==> config.mk <==
export PLATFORM = sky130hd
export DESIGN_NAME = ces_seq
export DESIGN_NICKNAME = d
export VERILOG_FILES = /design/src/hw/ces_addr_check.v /design/src/hw/ces_seq.v
export VERILOG_INCLUDE_DIRS = /design/src /design/src/common
export SDC_FILE = /design/constraint.sdc
export NUM_CORES = 1
export LEC_CHECK = 0
export BUFFER_PORTS_ARGS = -buffer_cell sky130_fd_sc_hd__buf_2
export CAP_MARGIN = 20
export CORE_ASPECT_RATIO = 0.7
export CORE_MARGIN = 2
export CORE_UTILIZATION = 53
export CTS_BUF_LIST = sky130_fd_sc_hd__clkbuf_8
export CTS_CLUSTER_DIAMETER = 150
export CTS_CLUSTER_SIZE = 12
export DETAILED_ROUTE_END_ITERATION = 16
export GPL_ROUTABILITY_DRIVEN = 0
export GPL_TIMING_DRIVEN = 0
export PLACE_DENSITY_LB_ADDON = 0.08
export SYNTH_ARGS = -nofsm -noshare
export SYNTH_HDL_FRONTEND = slang
export SYNTH_SLANG_ARGS = --single-unit
==> constraint.sdc <==
create_clock -name mclk -period 3.3 [get_ports mclk]
set_input_delay 0.165 -clock mclk [delete_from_list [all_inputs] [get_ports mclk]]
set_output_delay 0.165 -clock mclk [all_outputs]
set_load 0.02 [all_outputs]
==> src/common/ces_map.vh <==
// Constants for the CPU exception sequencer: vectors, modes and timing
`ifndef CES_MAP_VH
`define CES_MAP_VH
// Minimum mode vector table byte addresses (two-byte entries)
`define CES_VEC_RESET 16'h0000
`define CES_VEC_INVALID 16'h0004
`define CES_VEC_ZDIV 16'h0006
`define CES_VEC_TRAPVS 16'h0008
`define CES_VEC_ADDRERR 16'h0010
`define CES_VEC_TRACE 16'h0012
`define CES_VEC_NMI 16'h0016
`define CES_VEC_TRAP_ALWAYS_OP 16'h0020
`define CES_VEC_EXTERNAL_INT_LINE_0 16'h0040
`define CES_VEC_EXTERNAL_INT_LINE_1 16'h0042
`define CES_VEC_INTERNAL 16'h0044
`define CES_VEC_TOP 16'h007F
// Address ranges that fault
`define CES_REGFIELD_LO 16'hFF80
`define CES_UNPOP_LO 16'h8000
`define CES_UNPOP_HI 16'hFB7F
`define CES_RAM_LO 16'hFB80
`define CES_RAM_HI 16'hFF7F
// Status word field positions
`define CES_SW_TRACE 15
`define CES_SW_MASK_HI 10
`define CES_SW_MASK_LO 8
`define CES_MASK_RESET 3'h7
// Reset pin low time expected from outside, in system clocks
`define CES_RESET_MIN_CYC 6
// Exception causes
`define CES_CAUSE_NONE 3'h0
`define CES_CAUSE_ADDR 3'h1
`define CES_CAUSE_TRACE 3'h2
`define CES_CAUSE_INT 3'h3
`define CES_CAUSE_INSN 3'h4
`define CES_CAUSE_RESET 3'h5
// Sequencer states
`define CES_ST_IDLE 4'h0
`define CES_ST_RST0 4'h1
`define CES_ST_RST1 4'h2
`define CES_ST_PUSH_PC 4'h3
`define CES_ST_PUSH_CP 4'h4
`define CES_ST_PUSH_SW 4'h5
`define CES_ST_VEC0 4'h6
`define CES_ST_VEC1 4'h7
`define CES_ST_BRANCH 4'h8
`define CES_ST_HALT 4'h9
`endif

==> src/hw/ces_addr_check.v <==
// Address error detector for one bus cycle
`timescale 1ns/1ns
`include "ces_map.vh"
module ces_addr_check (
   bus_valid,
   bus_fetch,
   bus_word,
   bus_addr,
   single_chip,
   ram_enable,
   addr_fault
);
   input wire bus_valid;
   input wire bus_fetch;
   input wire bus_word;
   input wire [15:0] bus_addr;
   input wire single_chip;
   input wire ram_enable;
   output wire addr_fault;

   wire fetch_regfield;
   wire odd_word;
   wire unpop;
   wire ram_off;

   assign fetch_regfield = bus_fetch &&
      (bus_addr >= `CES_REGFIELD_LO);
   assign odd_word = !bus_fetch && bus_word && bus_addr[0];
   assign unpop = (bus_addr >= `CES_UNPOP_LO) &&
      (bus_addr <= `CES_UNPOP_HI);
   assign ram_off = !ram_enable && (bus_addr >= `CES_RAM_LO) &&
      (bus_addr <= `CES_RAM_HI);
   assign addr_fault = bus_valid && (fetch_regfield || odd_word ||
      (single_chip && (unpop || ram_off)));
endmodule // ces_addr_check

==> src/hw/ces_seq.v <==
// CPU exception sequencer: priority, stacking, vector fetch, reset
// Function
// - Pending exceptions ranked reset, address error, trace, interrupt.
// - Instruction exceptions never coincide with others; no arbitration. Here an instruction exception outranks all others.
// - Reset sequence starts immediately on reset pin rising.
// - Address errors caught in bus cycles, handled at instruction end.
// - Trace exception at every instruction end while trace flag is one.
// - Interrupts sampled at instruction or sequence end, taken at end; sampled here at instruction end only.
// - Non-reset: push PC, code page (max), status; clear trace; vector.
// - Interrupt sequence loads accepted level into mask level.
// - Vector table at page 0 bottom; 2-byte or 4-byte entries.
// - Invalid, zero divide, trap-overflow vectors at 4,6,8 (doubled max).
// - Address error, trace, NMI vectors at 10,12,16 (doubled max).
// - Trap-always at 20, external lines at 40/42, internal follow.
// - Reset low halts processing and initialises state, not RAM.
// - Mode pins latched into mode bits when leaving reset.
// - Reset: no push, trace cleared, mask 7, all interrupts blocked.
// - Minimum mode reset loads PC from first word.
// - Maximum reset: byte 0 dropped, byte 1 to code page, 2-3 to PC.
// - SP untouched; first instruction runs; control load blocks again.
// - Address error clears trace flag and keeps mask level.
// - Prefetch from register field raises address error.
// - Odd-address word data access raises address error.
// - Single-chip unpopulated or disabled-RAM access raises error.
// - After control-modify or return ops, all but instruction exceptions wait one more op.
`timescale 1ns/1ns
`include "ces_map.vh"
module ces_seq (
   mclk,
   resetn,
   mode_select_pins,
   insn_end,
   insn_op_defer,
   insn_exc,
   insn_exc_vec,
   int_req,
   int_nmi,
   int_level,
   int_vec_index,
   cpu_bus_valid,
   cpu_bus_fetch,
   cpu_bus_word,
   cpu_bus_addr,
   ram_enable,
   pc_in,
   cp_in,
   sw_in,
   mem_req,
   mem_we,
   mem_addr,
   mem_wdata,
   mem_ack,
   mem_rdata,
   cpu_run,
   seq_busy,
   load_pc,
   pc_out,
   cp_out,
   sw_out,
   int_ack,
   latched_mode_bits
);
   input wire mclk;
   input wire resetn;
   input wire [2:0] mode_select_pins;
   input wire insn_end;
   input wire insn_op_defer;
   input wire insn_exc;
   input wire [6:0] insn_exc_vec;
   input wire int_req;
   input wire int_nmi;
   input wire [2:0] int_level;
   input wire [6:0] int_vec_index;
   input wire cpu_bus_valid;
   input wire cpu_bus_fetch;
   input wire cpu_bus_word;
   input wire [15:0] cpu_bus_addr;
   input wire ram_enable;
   input wire [15:0] pc_in;
   input wire [7:0] cp_in;
   input wire [15:0] sw_in;
   output reg mem_req;
   output reg mem_we;
   output reg [15:0] mem_addr;
   output reg [15:0] mem_wdata;
   input wire mem_ack;
   input wire [15:0] mem_rdata;
   output wire cpu_run;
   output wire seq_busy;
   output reg load_pc;
   output reg [15:0] pc_out;
   output reg [7:0] cp_out;
   output reg [15:0] sw_out;
   output reg int_ack;
   output reg [2:0] latched_mode_bits;

   reg [2:0] mode_sync1_reg;
   reg [2:0] mode_sync2_reg;
   reg [3:0] state_reg;
   reg [2:0] cause_reg;
   reg [6:0] vec_idx_reg;
   reg [2:0] new_mask_reg;
   reg addr_err_pend_reg;
   reg block_int_reg;
   reg [15:0] sw_save_reg;
   reg [15:0] pc_save_reg;
   reg [7:0] cp_save_reg;
   reg first_reg;
   reg rst_armed_reg;
   reg [2:0] cause_next;
   reg [6:0] vec_next;
   wire addr_fault;
   wire max_mode;
   wire [15:0] vec_base;
   wire take_ok;
   wire stall_ok;
   wire take_addr;
   // Table entry indices of the fixed vectors: byte address halved
   localparam [15:0] VIX_ADDRERR = `CES_VEC_ADDRERR >> 1;
   localparam [15:0] VIX_TRACE = `CES_VEC_TRACE >> 1;
   localparam [15:0] VIX_NMI = `CES_VEC_NMI >> 1;

   ces_addr_check u_check (
      .bus_valid(cpu_bus_valid),
      .bus_fetch(cpu_bus_fetch),
      .bus_word(cpu_bus_word),
      .bus_addr(cpu_bus_addr),
      .single_chip(latched_mode_bits == 3'h7),
      .ram_enable(ram_enable),
      .addr_fault(addr_fault)
   );

   // Mode bit 2 high selects the maximum (paged) mode
   assign max_mode = latched_mode_bits[2];
   // Entry width doubles in maximum mode
   assign vec_base = max_mode ? {7'h00, vec_idx_reg, 2'h0} :
      {8'h00, vec_idx_reg, 1'h0};
   assign seq_busy = (state_reg != `CES_ST_IDLE);
   assign cpu_run = !seq_busy;
   // Control-modify and return ops move the boundary one op further
   assign take_ok = insn_end && !insn_op_defer;
   assign stall_ok = !block_int_reg;
   assign take_addr = (state_reg == `CES_ST_IDLE) &&
      (cause_next == `CES_CAUSE_ADDR);

   // Priority among causes at an instruction boundary
   always @* begin
      cause_next = `CES_CAUSE_NONE;
      vec_next = 7'h00;
      if (insn_exc && insn_end) begin
         cause_next = `CES_CAUSE_INSN;
         vec_next = insn_exc_vec;
      end else if (take_ok) begin
         if (addr_err_pend_reg || addr_fault) begin
            cause_next = `CES_CAUSE_ADDR;
            vec_next = VIX_ADDRERR[6:0];
         end else if (sw_in[`CES_SW_TRACE]) begin
            cause_next = `CES_CAUSE_TRACE;
            vec_next = VIX_TRACE[6:0];
         end else if (int_req && stall_ok) begin
            cause_next = `CES_CAUSE_INT;
            vec_next = int_nmi ? VIX_NMI[6:0] : int_vec_index;
         end
      end
   end

   // No reset: the pins must be tracked while resetn is still low
   always @(posedge mclk) begin
      mode_sync1_reg <= mode_select_pins;
      mode_sync2_reg <= mode_sync1_reg;
   end

   // Reset low initialises all state but the mode pin synchronisers; RAM is outside this block
   always @(posedge mclk or negedge resetn) begin
      if (!resetn) begin
         state_reg <= `CES_ST_HALT;
         rst_armed_reg <= 1'b1;
         cause_reg <= `CES_CAUSE_NONE;
         vec_idx_reg <= 7'h00;
         new_mask_reg <= 3'h0;
         addr_err_pend_reg <= 1'b0;
         block_int_reg <= 1'b1;
         sw_save_reg <= 16'h0000;
         pc_save_reg <= 16'h0000;
         cp_save_reg <= 8'h00;
         first_reg <= 1'b0;
         latched_mode_bits <= 3'h0;
         mem_req <= 1'b0;
         mem_we <= 1'b0;
         mem_addr <= 16'h0000;
         mem_wdata <= 16'h0000;
         load_pc <= 1'b0;
         pc_out <= 16'h0000;
         cp_out <= 8'h00;
         sw_out <= 16'h0000;
         int_ack <= 1'b0;
      end else begin
         load_pc <= 1'b0;
         int_ack <= 1'b0;
         // Sticky fault; a new fault beside a taken old one stays set
         if (addr_fault && (addr_err_pend_reg || !take_addr))
            addr_err_pend_reg <= 1'b1;
         else if (take_addr)
            addr_err_pend_reg <= 1'b0;
         if (insn_end && state_reg == `CES_ST_IDLE && first_reg) begin
            // First op has run; later defer ops are held by take_ok
            first_reg <= 1'b0;
            block_int_reg <= 1'b0;
         end
         case (state_reg)
            `CES_ST_HALT: begin
               if (rst_armed_reg) begin
                  // First clock after release: start at once
                  rst_armed_reg <= 1'b0;
                  latched_mode_bits <= mode_sync2_reg;
                  cause_reg <= `CES_CAUSE_RESET;
                  sw_out <= 16'h0000;
                  sw_out[`CES_SW_MASK_HI:`CES_SW_MASK_LO] <=
                     `CES_MASK_RESET;
                  mem_req <= 1'b1;
                  mem_we <= 1'b0;
                  mem_addr <= `CES_VEC_RESET;
                  state_reg <= `CES_ST_RST0;
               end
            end
            `CES_ST_RST0: begin
               if (mem_ack) begin
                  if (latched_mode_bits[2]) begin
                     cp_out <= mem_rdata[7:0];
                     mem_addr <= `CES_VEC_RESET + 16'h0002;
                     state_reg <= `CES_ST_RST1;
                  end else begin
                     mem_req <= 1'b0;
                     pc_out <= mem_rdata;
                     load_pc <= 1'b1;
                     first_reg <= 1'b1;
                     state_reg <= `CES_ST_IDLE;
                  end
               end
            end
            `CES_ST_RST1: begin
               if (mem_ack) begin
                  mem_req <= 1'b0;
                  pc_out <= mem_rdata;
                  load_pc <= 1'b1;
                  first_reg <= 1'b1;
                  state_reg <= `CES_ST_IDLE;
               end
            end
            `CES_ST_IDLE: begin
               if (cause_next != `CES_CAUSE_NONE) begin
                  cause_reg <= cause_next;
                  vec_idx_reg <= vec_next;
                  new_mask_reg <= int_nmi ? 3'h7 : int_level;
                  int_ack <= (cause_next == `CES_CAUSE_INT);
                  pc_save_reg <= pc_in;
                  cp_save_reg <= cp_in;
                  sw_save_reg <= sw_in;
                  // Stack pointer is the CPU's and never set here
                  mem_req <= 1'b1;
                  mem_we <= 1'b1;
                  mem_addr <= 16'h0000;
                  mem_wdata <= pc_in;
                  state_reg <= `CES_ST_PUSH_PC;
               end
            end
            `CES_ST_PUSH_PC: begin
               if (mem_ack) begin
                  if (max_mode) begin
                     mem_wdata <= {8'h00, cp_save_reg};
                     state_reg <= `CES_ST_PUSH_CP;
                  end else begin
                     mem_wdata <= sw_save_reg;
                     state_reg <= `CES_ST_PUSH_SW;
                  end
               end
            end
            `CES_ST_PUSH_CP: begin
               if (mem_ack) begin
                  mem_wdata <= sw_save_reg;
                  state_reg <= `CES_ST_PUSH_SW;
               end
            end
            `CES_ST_PUSH_SW: begin
               if (mem_ack) begin
                  sw_out <= sw_save_reg;
                  sw_out[`CES_SW_TRACE] <= 1'b0;
                  if (cause_reg == `CES_CAUSE_INT)
                     sw_out[`CES_SW_MASK_HI:`CES_SW_MASK_LO] <=
                        new_mask_reg;
                  mem_we <= 1'b0;
                  mem_addr <= vec_base;
                  state_reg <= `CES_ST_VEC0;
               end
            end
            `CES_ST_VEC0: begin
               if (mem_ack) begin
                  if (max_mode) begin
                     cp_out <= mem_rdata[7:0];
                     mem_addr <= vec_base + 16'h0002;
                     state_reg <= `CES_ST_VEC1;
                  end else begin
                     mem_req <= 1'b0;
                     pc_out <= mem_rdata;
                     state_reg <= `CES_ST_BRANCH;
                  end
               end
            end
            `CES_ST_VEC1: begin
               if (mem_ack) begin
                  mem_req <= 1'b0;
                  pc_out <= mem_rdata;
                  state_reg <= `CES_ST_BRANCH;
               end
            end
            `CES_ST_BRANCH: begin
               load_pc <= 1'b1;
               cause_reg <= `CES_CAUSE_NONE;
               state_reg <= `CES_ST_IDLE;
            end
            default: begin
               state_reg <= `CES_ST_IDLE;
            end
         endcase
      end
   end
endmodule // ces_seq

## Word-level counts from Yosys, hierarchy flattened

Cells that the tools add are included.

- Flip-flop bits (word level): 130
- Input bits: 104
- Output and inout port bits: 81
- Word-level logic and storage cells: 176

- Add/subtract/negate cells: 1
- Magnitude comparators: 5
- Equality and inequality tests: 27
- Muxes and demuxes: 71
- Reductions and logical operators: 50

Operators with widths:

| cell | number |
|---|---|
| 16-bit two-way mux | 16 |
| 16-bit case mux with 5 select lines | 1 |
| 16-bit case mux with 2 select lines | 2 |
| 16-bit >= comparator (second input constant) | 3 |
| 16-bit case mux with 3 select lines | 1 |
| 7-bit two-way mux | 6 |
| 4-bit two-way mux | 10 |
| 4-bit case mux with 9 select lines | 1 |
| 16-bit less-or-equal comparator (second input constant) | 2 |
| 2-bit inequality test (second input constant) | 11 |
| 1-bit two-way mux | 18 |
| 4-bit by 3-bit == test with 1-bit output (second input constant) | 4 |
| 1-bit logical AND | 15 |
| 3-bit two-way mux | 5 |
| 4-bit AND reduction | 3 |
| 3-bit nonzero test | 4 |
| 9-bit by 2-bit adder with 10-bit output (second input constant) | 1 |
| 2-bit two-way mux | 5 |
| 9-bit two-way mux | 1 |
| 3-bit case mux with 3 select lines | 1 |
| 3-bit AND reduction | 3 |
| 9-bit AND reduction | 1 |
| 4-bit by 2-bit == test with 1-bit output (second input constant) | 2 |
| 4-bit == test (second input constant) | 2 |
| other kinds (18) | 36 |

## Depth between registers and ports, before layout

- Word-level depth: 17
- Depth in mapped cells: 9
- Mapped depth without buffers: 7

## By module

A second synthesis with hierarchy kept.

- Cell total of the unflattened synthesis: 527
- Area, all modules: 5756.8 sq um

Modules (own cells, without submodules):

| module | instances | cells each | area an instance (sq um) | sequential area each (sq um) |
|---|---|---|---|---|
| ces_seq | 1 | 513 | 5672.9 | 3027.9 |
| ces_addr_check | 1 | 14 | 83.8 | 0.0 |

## Worst setup path after synthesis

Ideal clock, no wire load.

- Path kind: register -> register
- From: reg block_int_reg
- To: reg cp_save_reg[0]
- Arrival time: 2.181 ns
- Required time: 3.175 ns
- Setup slack: 0.994 ns
- Cell stages (with the launch flop): 9
- Path buffers: 2
- Clock period less this slack: 2.306 ns
- Path through: dfstp_2 > nor2b_1 > nor2b_1 > or4_1 > o21ai_2 > a31o_1 > buf_6 > buf_12 > mux2_4

- Word-level cells in the longest chain between the ends: 9

Ends and longest elaborated chain:

| element | RTL line | source |
|---|---|---|
| from (decl) | ces_seq.v:104 | `reg block_int_reg;` |
| from (signal assigned) | ces_seq.v:182 | `block_int_reg <= 1'b1;` |
| from (signal assigned) | ces_seq.v:208 | `block_int_reg <= 1'b0;` |
| 1-bit zero test | ces_seq.v:142 | `assign stall_ok = !block_int_reg;` |
| 1-bit logical AND | ces_seq.v:160 | `end else if (int_req && stall_ok) begin` |
| 2-bit two-way mux | ces_seq.v:160 |  |
| 2-bit two-way mux | ces_seq.v:157 | `` end else if (sw_in[`CES_SW_TRACE]) begin `` |
| 2-bit two-way mux | ces_seq.v:154 | `if (addr_err_pend_reg \|\| addr_fault) begin` |
| 2-bit two-way mux | ces_seq.v:153 | `end else if (take_ok) begin` |
| 3-bit two-way mux | ces_seq.v:150 | `if (insn_exc && insn_end) begin` |
| 3-bit nonzero test (no source line) | -- |  |
| 2-bit AND reduction (no source line) | -- |  |
| to (signal assigned) | ces_seq.v:257 | `cp_save_reg <= cp_in;` |
| to (decl) | ces_seq.v:107 | `reg [7:0] cp_save_reg;` |

Every way passes these cells.
A chain may end at the register's enable or synchronous reset.

## Worst setup path after layout

- From: reg state_reg[2]
- To: reg mem_wdata[8]

- Word-level cells in the longest chain between the ends: 3

Ends and longest elaborated chain:

| element | RTL line | source |
|---|---|---|
| from (decl) | ces_seq.v:99 | `reg [3:0] state_reg;` |
| from (signal assigned) | ces_seq.v:176 | `` state_reg <= `CES_ST_HALT; `` |
| from (signal assigned) | ces_seq.v:223 | `` state_reg <= `CES_ST_RST0; `` |
| from (signal assigned) | ces_seq.v:231 | `` state_reg <= `CES_ST_RST1; `` |
| 4-bit by 2-bit == test with 1-bit output, or another cell as far along | ces_seq.v:210 | `case (state_reg)` |
| 2-bit inequality test (no source line), or another cell as far along | -- |  |
| 4-bit AND reduction (no source line) | -- |  |
| to (signal assigned) | ces_seq.v:263 | `mem_wdata <= pc_in;` |
| to (signal assigned) | ces_seq.v:270 | `mem_wdata <= {8'h00, cp_save_reg};` |
| to (signal assigned) | ces_seq.v:273 | `mem_wdata <= sw_save_reg;` |
| to (decl) | ces_seq.v:85 | `output reg [15:0] mem_wdata;` |

Parallel ways exist; a longest one is shown, timed or not.

==> results.txt <==
By count the netlist is led by sky130_fd_sc_hd__dfrtp_1 (112), sky130_fd_sc_hd__nand2_1 (63), sky130_fd_sc_hd__mux2_2 (37). The relative area change from synthesis to final layout is 34.3%. At the later pin of the worst-skew pair, clock insertion delay measures approximately 440 ps. The register cell area after layout is ~0.0030 mm^2.

The setup fix buffers added after clock tree synthesis is 0. The portion of synthesized area spent on multiplexers is 0.159. The net total in the final layout came out at about 880.

The endpoint arrival time on the critical path came out at ~3300 ps. The die covers 0.0121 mm^2. The overall track demand over capacity in global routing came out at 0.282. The estimated wirelength of the detail-placed design came out at around 12 mm.

The transition time at the pin with the least slew margin is roughly 1100 ps. The wire length of the first global-routing pass is around 26 mm. The final routed DRC violation total came out at 0. The number of max-slew violations in the final report is 0. During I/O placement, the number of pins put on the boundary was around 190. The synthesized area came out at roughly 0.0059 mm^2.

The synthesized design contains 0 enable-type register cells. The ratio of total power to cell area is between 800 and 900 mW/mm^2. The simple-gate share of the synthesized area came out at 0.125. The longest clock path from root to sink contains 2 buffers.

The total CTS buffers is 17. The utilization of the core after routing came out at 0.725. The final number of hold-violating endpoints is 0. The worst endpoint required time is between 3000 and 4000 ps. The flip-flop and latch count after synthesis came out at between 100 and 150. The timing-limited maximum frequency is approximately 340 MHz. The post-synthesis compound-gate area fraction came out at 0.141. The area occupied by multi-input gates came out at roughly 0.0026 mm^2. The leftover overflow at the end of global routing came out at 0. Of all nets on the critical path, the largest fanout is 10. Of the total synthesized cell area, the portion taken by full adders, half adders and majority gates is 0.00380. The fraction of synthesis flops using an asynchronous set or reset pin is 0.951. Clock-pin slew was measured on the worst setup and hold paths at roughly 80 ps. The total wire length after detailed routing is between 15 and 20 mm. The portion of the post-synthesis area used by sequential elements came out at 0.511. The synthesis warning total came out at 0. The number of global-route vias before repair is between 5000 and 6000. The main flop type after synthesis is sky130_fd_sc_hd__dfrtp_1. The number of standard-cell rows in the floorplan came out at 32.

The headroom to the max-slew limit came out at 0.286. Of the available clock period, the critical path in the final layout requires 0.892. By instance count, the leading cell after synthesis is sky130_fd_sc_hd__dfrtp_1. The largest clock skew in the final design came out at approximately 13 ps.

The number of antenna cells inserted is 0. In this run the tool buffered the top-level ports with around 170 buffer cells. By area the synthesized netlist is led by sky130_fd_sc_hd__dfrtp_1 (47%), sky130_fd_sc_hd__mux2_2 (7.0%), sky130_fd_sc_hd__mux2_4 (6.3%). The floorplan die height is 92.5 um.

The mean instance size in the synthesized netlist came out at ~11 um^2. The clock period could shrink to around 3000 ps. The initial standard-cell utilization of the core came out at 0.540. The flow ran to the end, and the final reports show no timing, DRC or antenna violations. Of the total synthesized cell area, the portion taken by XOR and XNOR cells is 0.00296. STA classifies the critical path startpoint as a register. The root buffer cell is sky130_fd_sc_hd__clkbuf_8.

The cell count after synthesis came out at 535. The maximum VDD drop is about 0.54 mV. The routed wirelength normalized by instance count is about 18 um. Setup violations remaining at the end of the flow were counted as 0.

TritonCTS built the clock tree. The ratio of routed vias to standard cells came out at roughly 5.5. The largest family of logic cells by synthesized area is multiplexers. The number of H-tree levels is 4. The floorplan step set the die width to 130 um.

The first-pass iteration count of the detailed router came out at 6. The setup total negative slack is 0 ps. The number of antenna violations at the first check in global routing came to 0. The count of nets left with antenna violations after detail routing came out at 0. The number of violations reported at the end of detailed-routing iteration 0 came out at 516. The clock drives 122 sinks. The worst setup path is captured at a register. The total via count in the routed design is 5227. The leakage power figure is about 4.0 nW. The number of different library cells used by synthesis comes to 65. The worst setup path is of the register to register kind.

Counting the fill cells in the layout gives about 820. The total area inside the core boundary comes to approximately 0.011 mm^2. The portion of synthesized cell area occupied by the leading cell type came out at 0.473. sky130_fd_sc_hd__dfrtp_1 takes more of the synthesized area than any other cell.

The total of max-cap violations is 0. The share of cells above drive strength 1 is 0.375. In this run the worst hold path is classified as input pin to register. The maximum number of pins on one net before global-route repair came out at slightly below 100. Setup repair after global routing left no endpoint under its margin.
[cells by family (layout without fill, tap and decap cells)]
kind of cell / after synthesis / after routing
and+or+nand+nor: 156 / 156
adders and majority gates: 2 / 2
buffers and inverters: 63 / 313
AOI/OAI and AO/OA: 112 / 112
DFF: 122 / 122
xor gates and xnor gates: 2 / 2
other: 1 / 8
muxes: 77 / 77
[final cells by class]
type | instances | share of cell area
Clock buffer | 18 | 0.0311
Timing Repair Buffer | 218 | 0.171
Sequential cell | 122 | 0.380
Clock inverter | 14 | 0.0263
Inverter | 28 | 0.0132
Buffer | 35 | 0.0285
Tap cell | 153 | 0.0241
Multi-Input combinational cell | 357 | 0.326
[worst paths after layout]
| kind | start | to | slack (ps) | cells after the start |
|---|---|---|---|---|
| max reg2reg | state_reg[2]$_DFFE_PN0P_ | mem_wdata[8]$_DFFE_PN0P_ | 350 | 8 |
| max in group asynchronous | resetn | rst_armed_reg$_DFFE_PN1N_ | 2430 | 3 |
| min | pc_in[4] | mem_wdata[4]$_DFFE_PN0P_ | 50 | 3 |
| min reg2reg | mode_sync1_reg[1]$_DFF_P_ | mode_sync2_reg[1]$_DFF_P_ | 330 | 0 |
| min in group asynchronous | resetn | new_mask_reg[1]$_DFFE_PN0P_ | 120 | 2 |
| max | state_reg[2]$_DFFE_PN0P_ | mem_wdata[8]$_DFFE_PN0P_ | 350 | 8 |
[critical path, cell delays in order (launching register included)]
cell and delay, ps:
sky130_fd_sc_hd__dfrtp_1 370, sky130_fd_sc_hd__clkbuf_1 240, sky130_fd_sc_hd__or2_2 390, sky130_fd_sc_hd__nor2_1 270, sky130_fd_sc_hd__nand2_1 200, sky130_fd_sc_hd__nor2_1 460, sky130_fd_sc_hd__nand3_1 330, sky130_fd_sc_hd__clkbuf_1 360
sky130_fd_sc_hd__a2bb2oi_1 230
[power breakdown]
part           switching [mW]  internal (mW)  leakage (nW)  total [mW]
clock network           0.659          0.861         0.226        1.52
logic                    1.64           1.30          2.26        2.94
registers               0.347           2.02          1.47        2.37
total                    2.65           4.18          3.96        6.83
[metal layers]
| layer | global-route usage | wire length, um | vias up | share of wire |
|---|---|---|---|---|
| li1 | - | - | 2418 | - |
| met3 | 0.0705 | 1430 | 35 | 0.086 |
| met5 | 0 | 0 | - | 0 |
| met1 | 0.382 | 7090 | 2501 | 0.43 |
| met4 | 0.105 | 356 | 0 | 0.021 |
| met2 | 0.443 | 7780 | 273 | 0.47 |
[placed cells by master, fill, tap and decap left out, types with 7 or more instances in the layout]
| master | instances |
|---|---|
| sky130_fd_sc_hd__nor3_1 | 7 |
| sky130_fd_sc_hd__a222oi_1 | 8 |
| sky130_fd_sc_hd__clkbuf_1 | 18 |
| sky130_fd_sc_hd__inv_1 | 27 |
| sky130_fd_sc_hd__buf_4 | 8 |
| sky130_fd_sc_hd__mux2_2 | 37 |
| sky130_fd_sc_hd__mux2i_1 | 15 |
| sky130_fd_sc_hd__a31oi_1 | 8 |
| sky130_fd_sc_hd__a21oi_1 | 19 |
| sky130_fd_sc_hd__conb_1 | 8 |
| sky130_fd_sc_hd__nand3_1 | 21 |
| sky130_fd_sc_hd__o21ai_0 | 16 |
| sky130_fd_sc_hd__buf_2 | 168 |
| sky130_fd_sc_hd__dlygate4sd3_1 | 48 |
| sky130_fd_sc_hd__nor2b_1 | 8 |
| sky130_fd_sc_hd__mux2_4 | 25 |
| sky130_fd_sc_hd__dfrtp_1 | 112 |
| sky130_fd_sc_hd__clkbuf_8 | 18 |
| sky130_fd_sc_hd__a221oi_1 | 10 |
| sky130_fd_sc_hd__a2bb2oi_1 | 10 |
| sky130_fd_sc_hd__nand2_1 | 63 |
| sky130_fd_sc_hd__nor2_1 | 25 |
[repair_timing]
item                                    in CTS  in global routing
gates resized for setup                      0                  0
endpoints found under the setup margin       0                  0
hold buffers                                47                  1
hold endpoints to repair                   166                  1
[metrics by stage]
| step | std cells | instance area [um^2] | setup WS, ps | hold WS, ps | total power [mW] |
|---|---|---|---|---|---|
| after global placement | 863 | 6980 | 576 | 268 | 5.10 |
| after CTS | 943 | 7940 | 425 | 4.65 | 6.81 |
| final | 945 | 7960 | 355 | 47.9 | 6.83 |
| after floorplan | 542 | 5950 | 994 | -131 | 4.34 |
| after detailed placement | 864 | 7020 | 423 | 14.2 | 5.22 |
| after global routing | 945 | 7960 | 264 | 46.4 | 7.19 |
No activity file was read; power rests on OpenSTA's default activity.
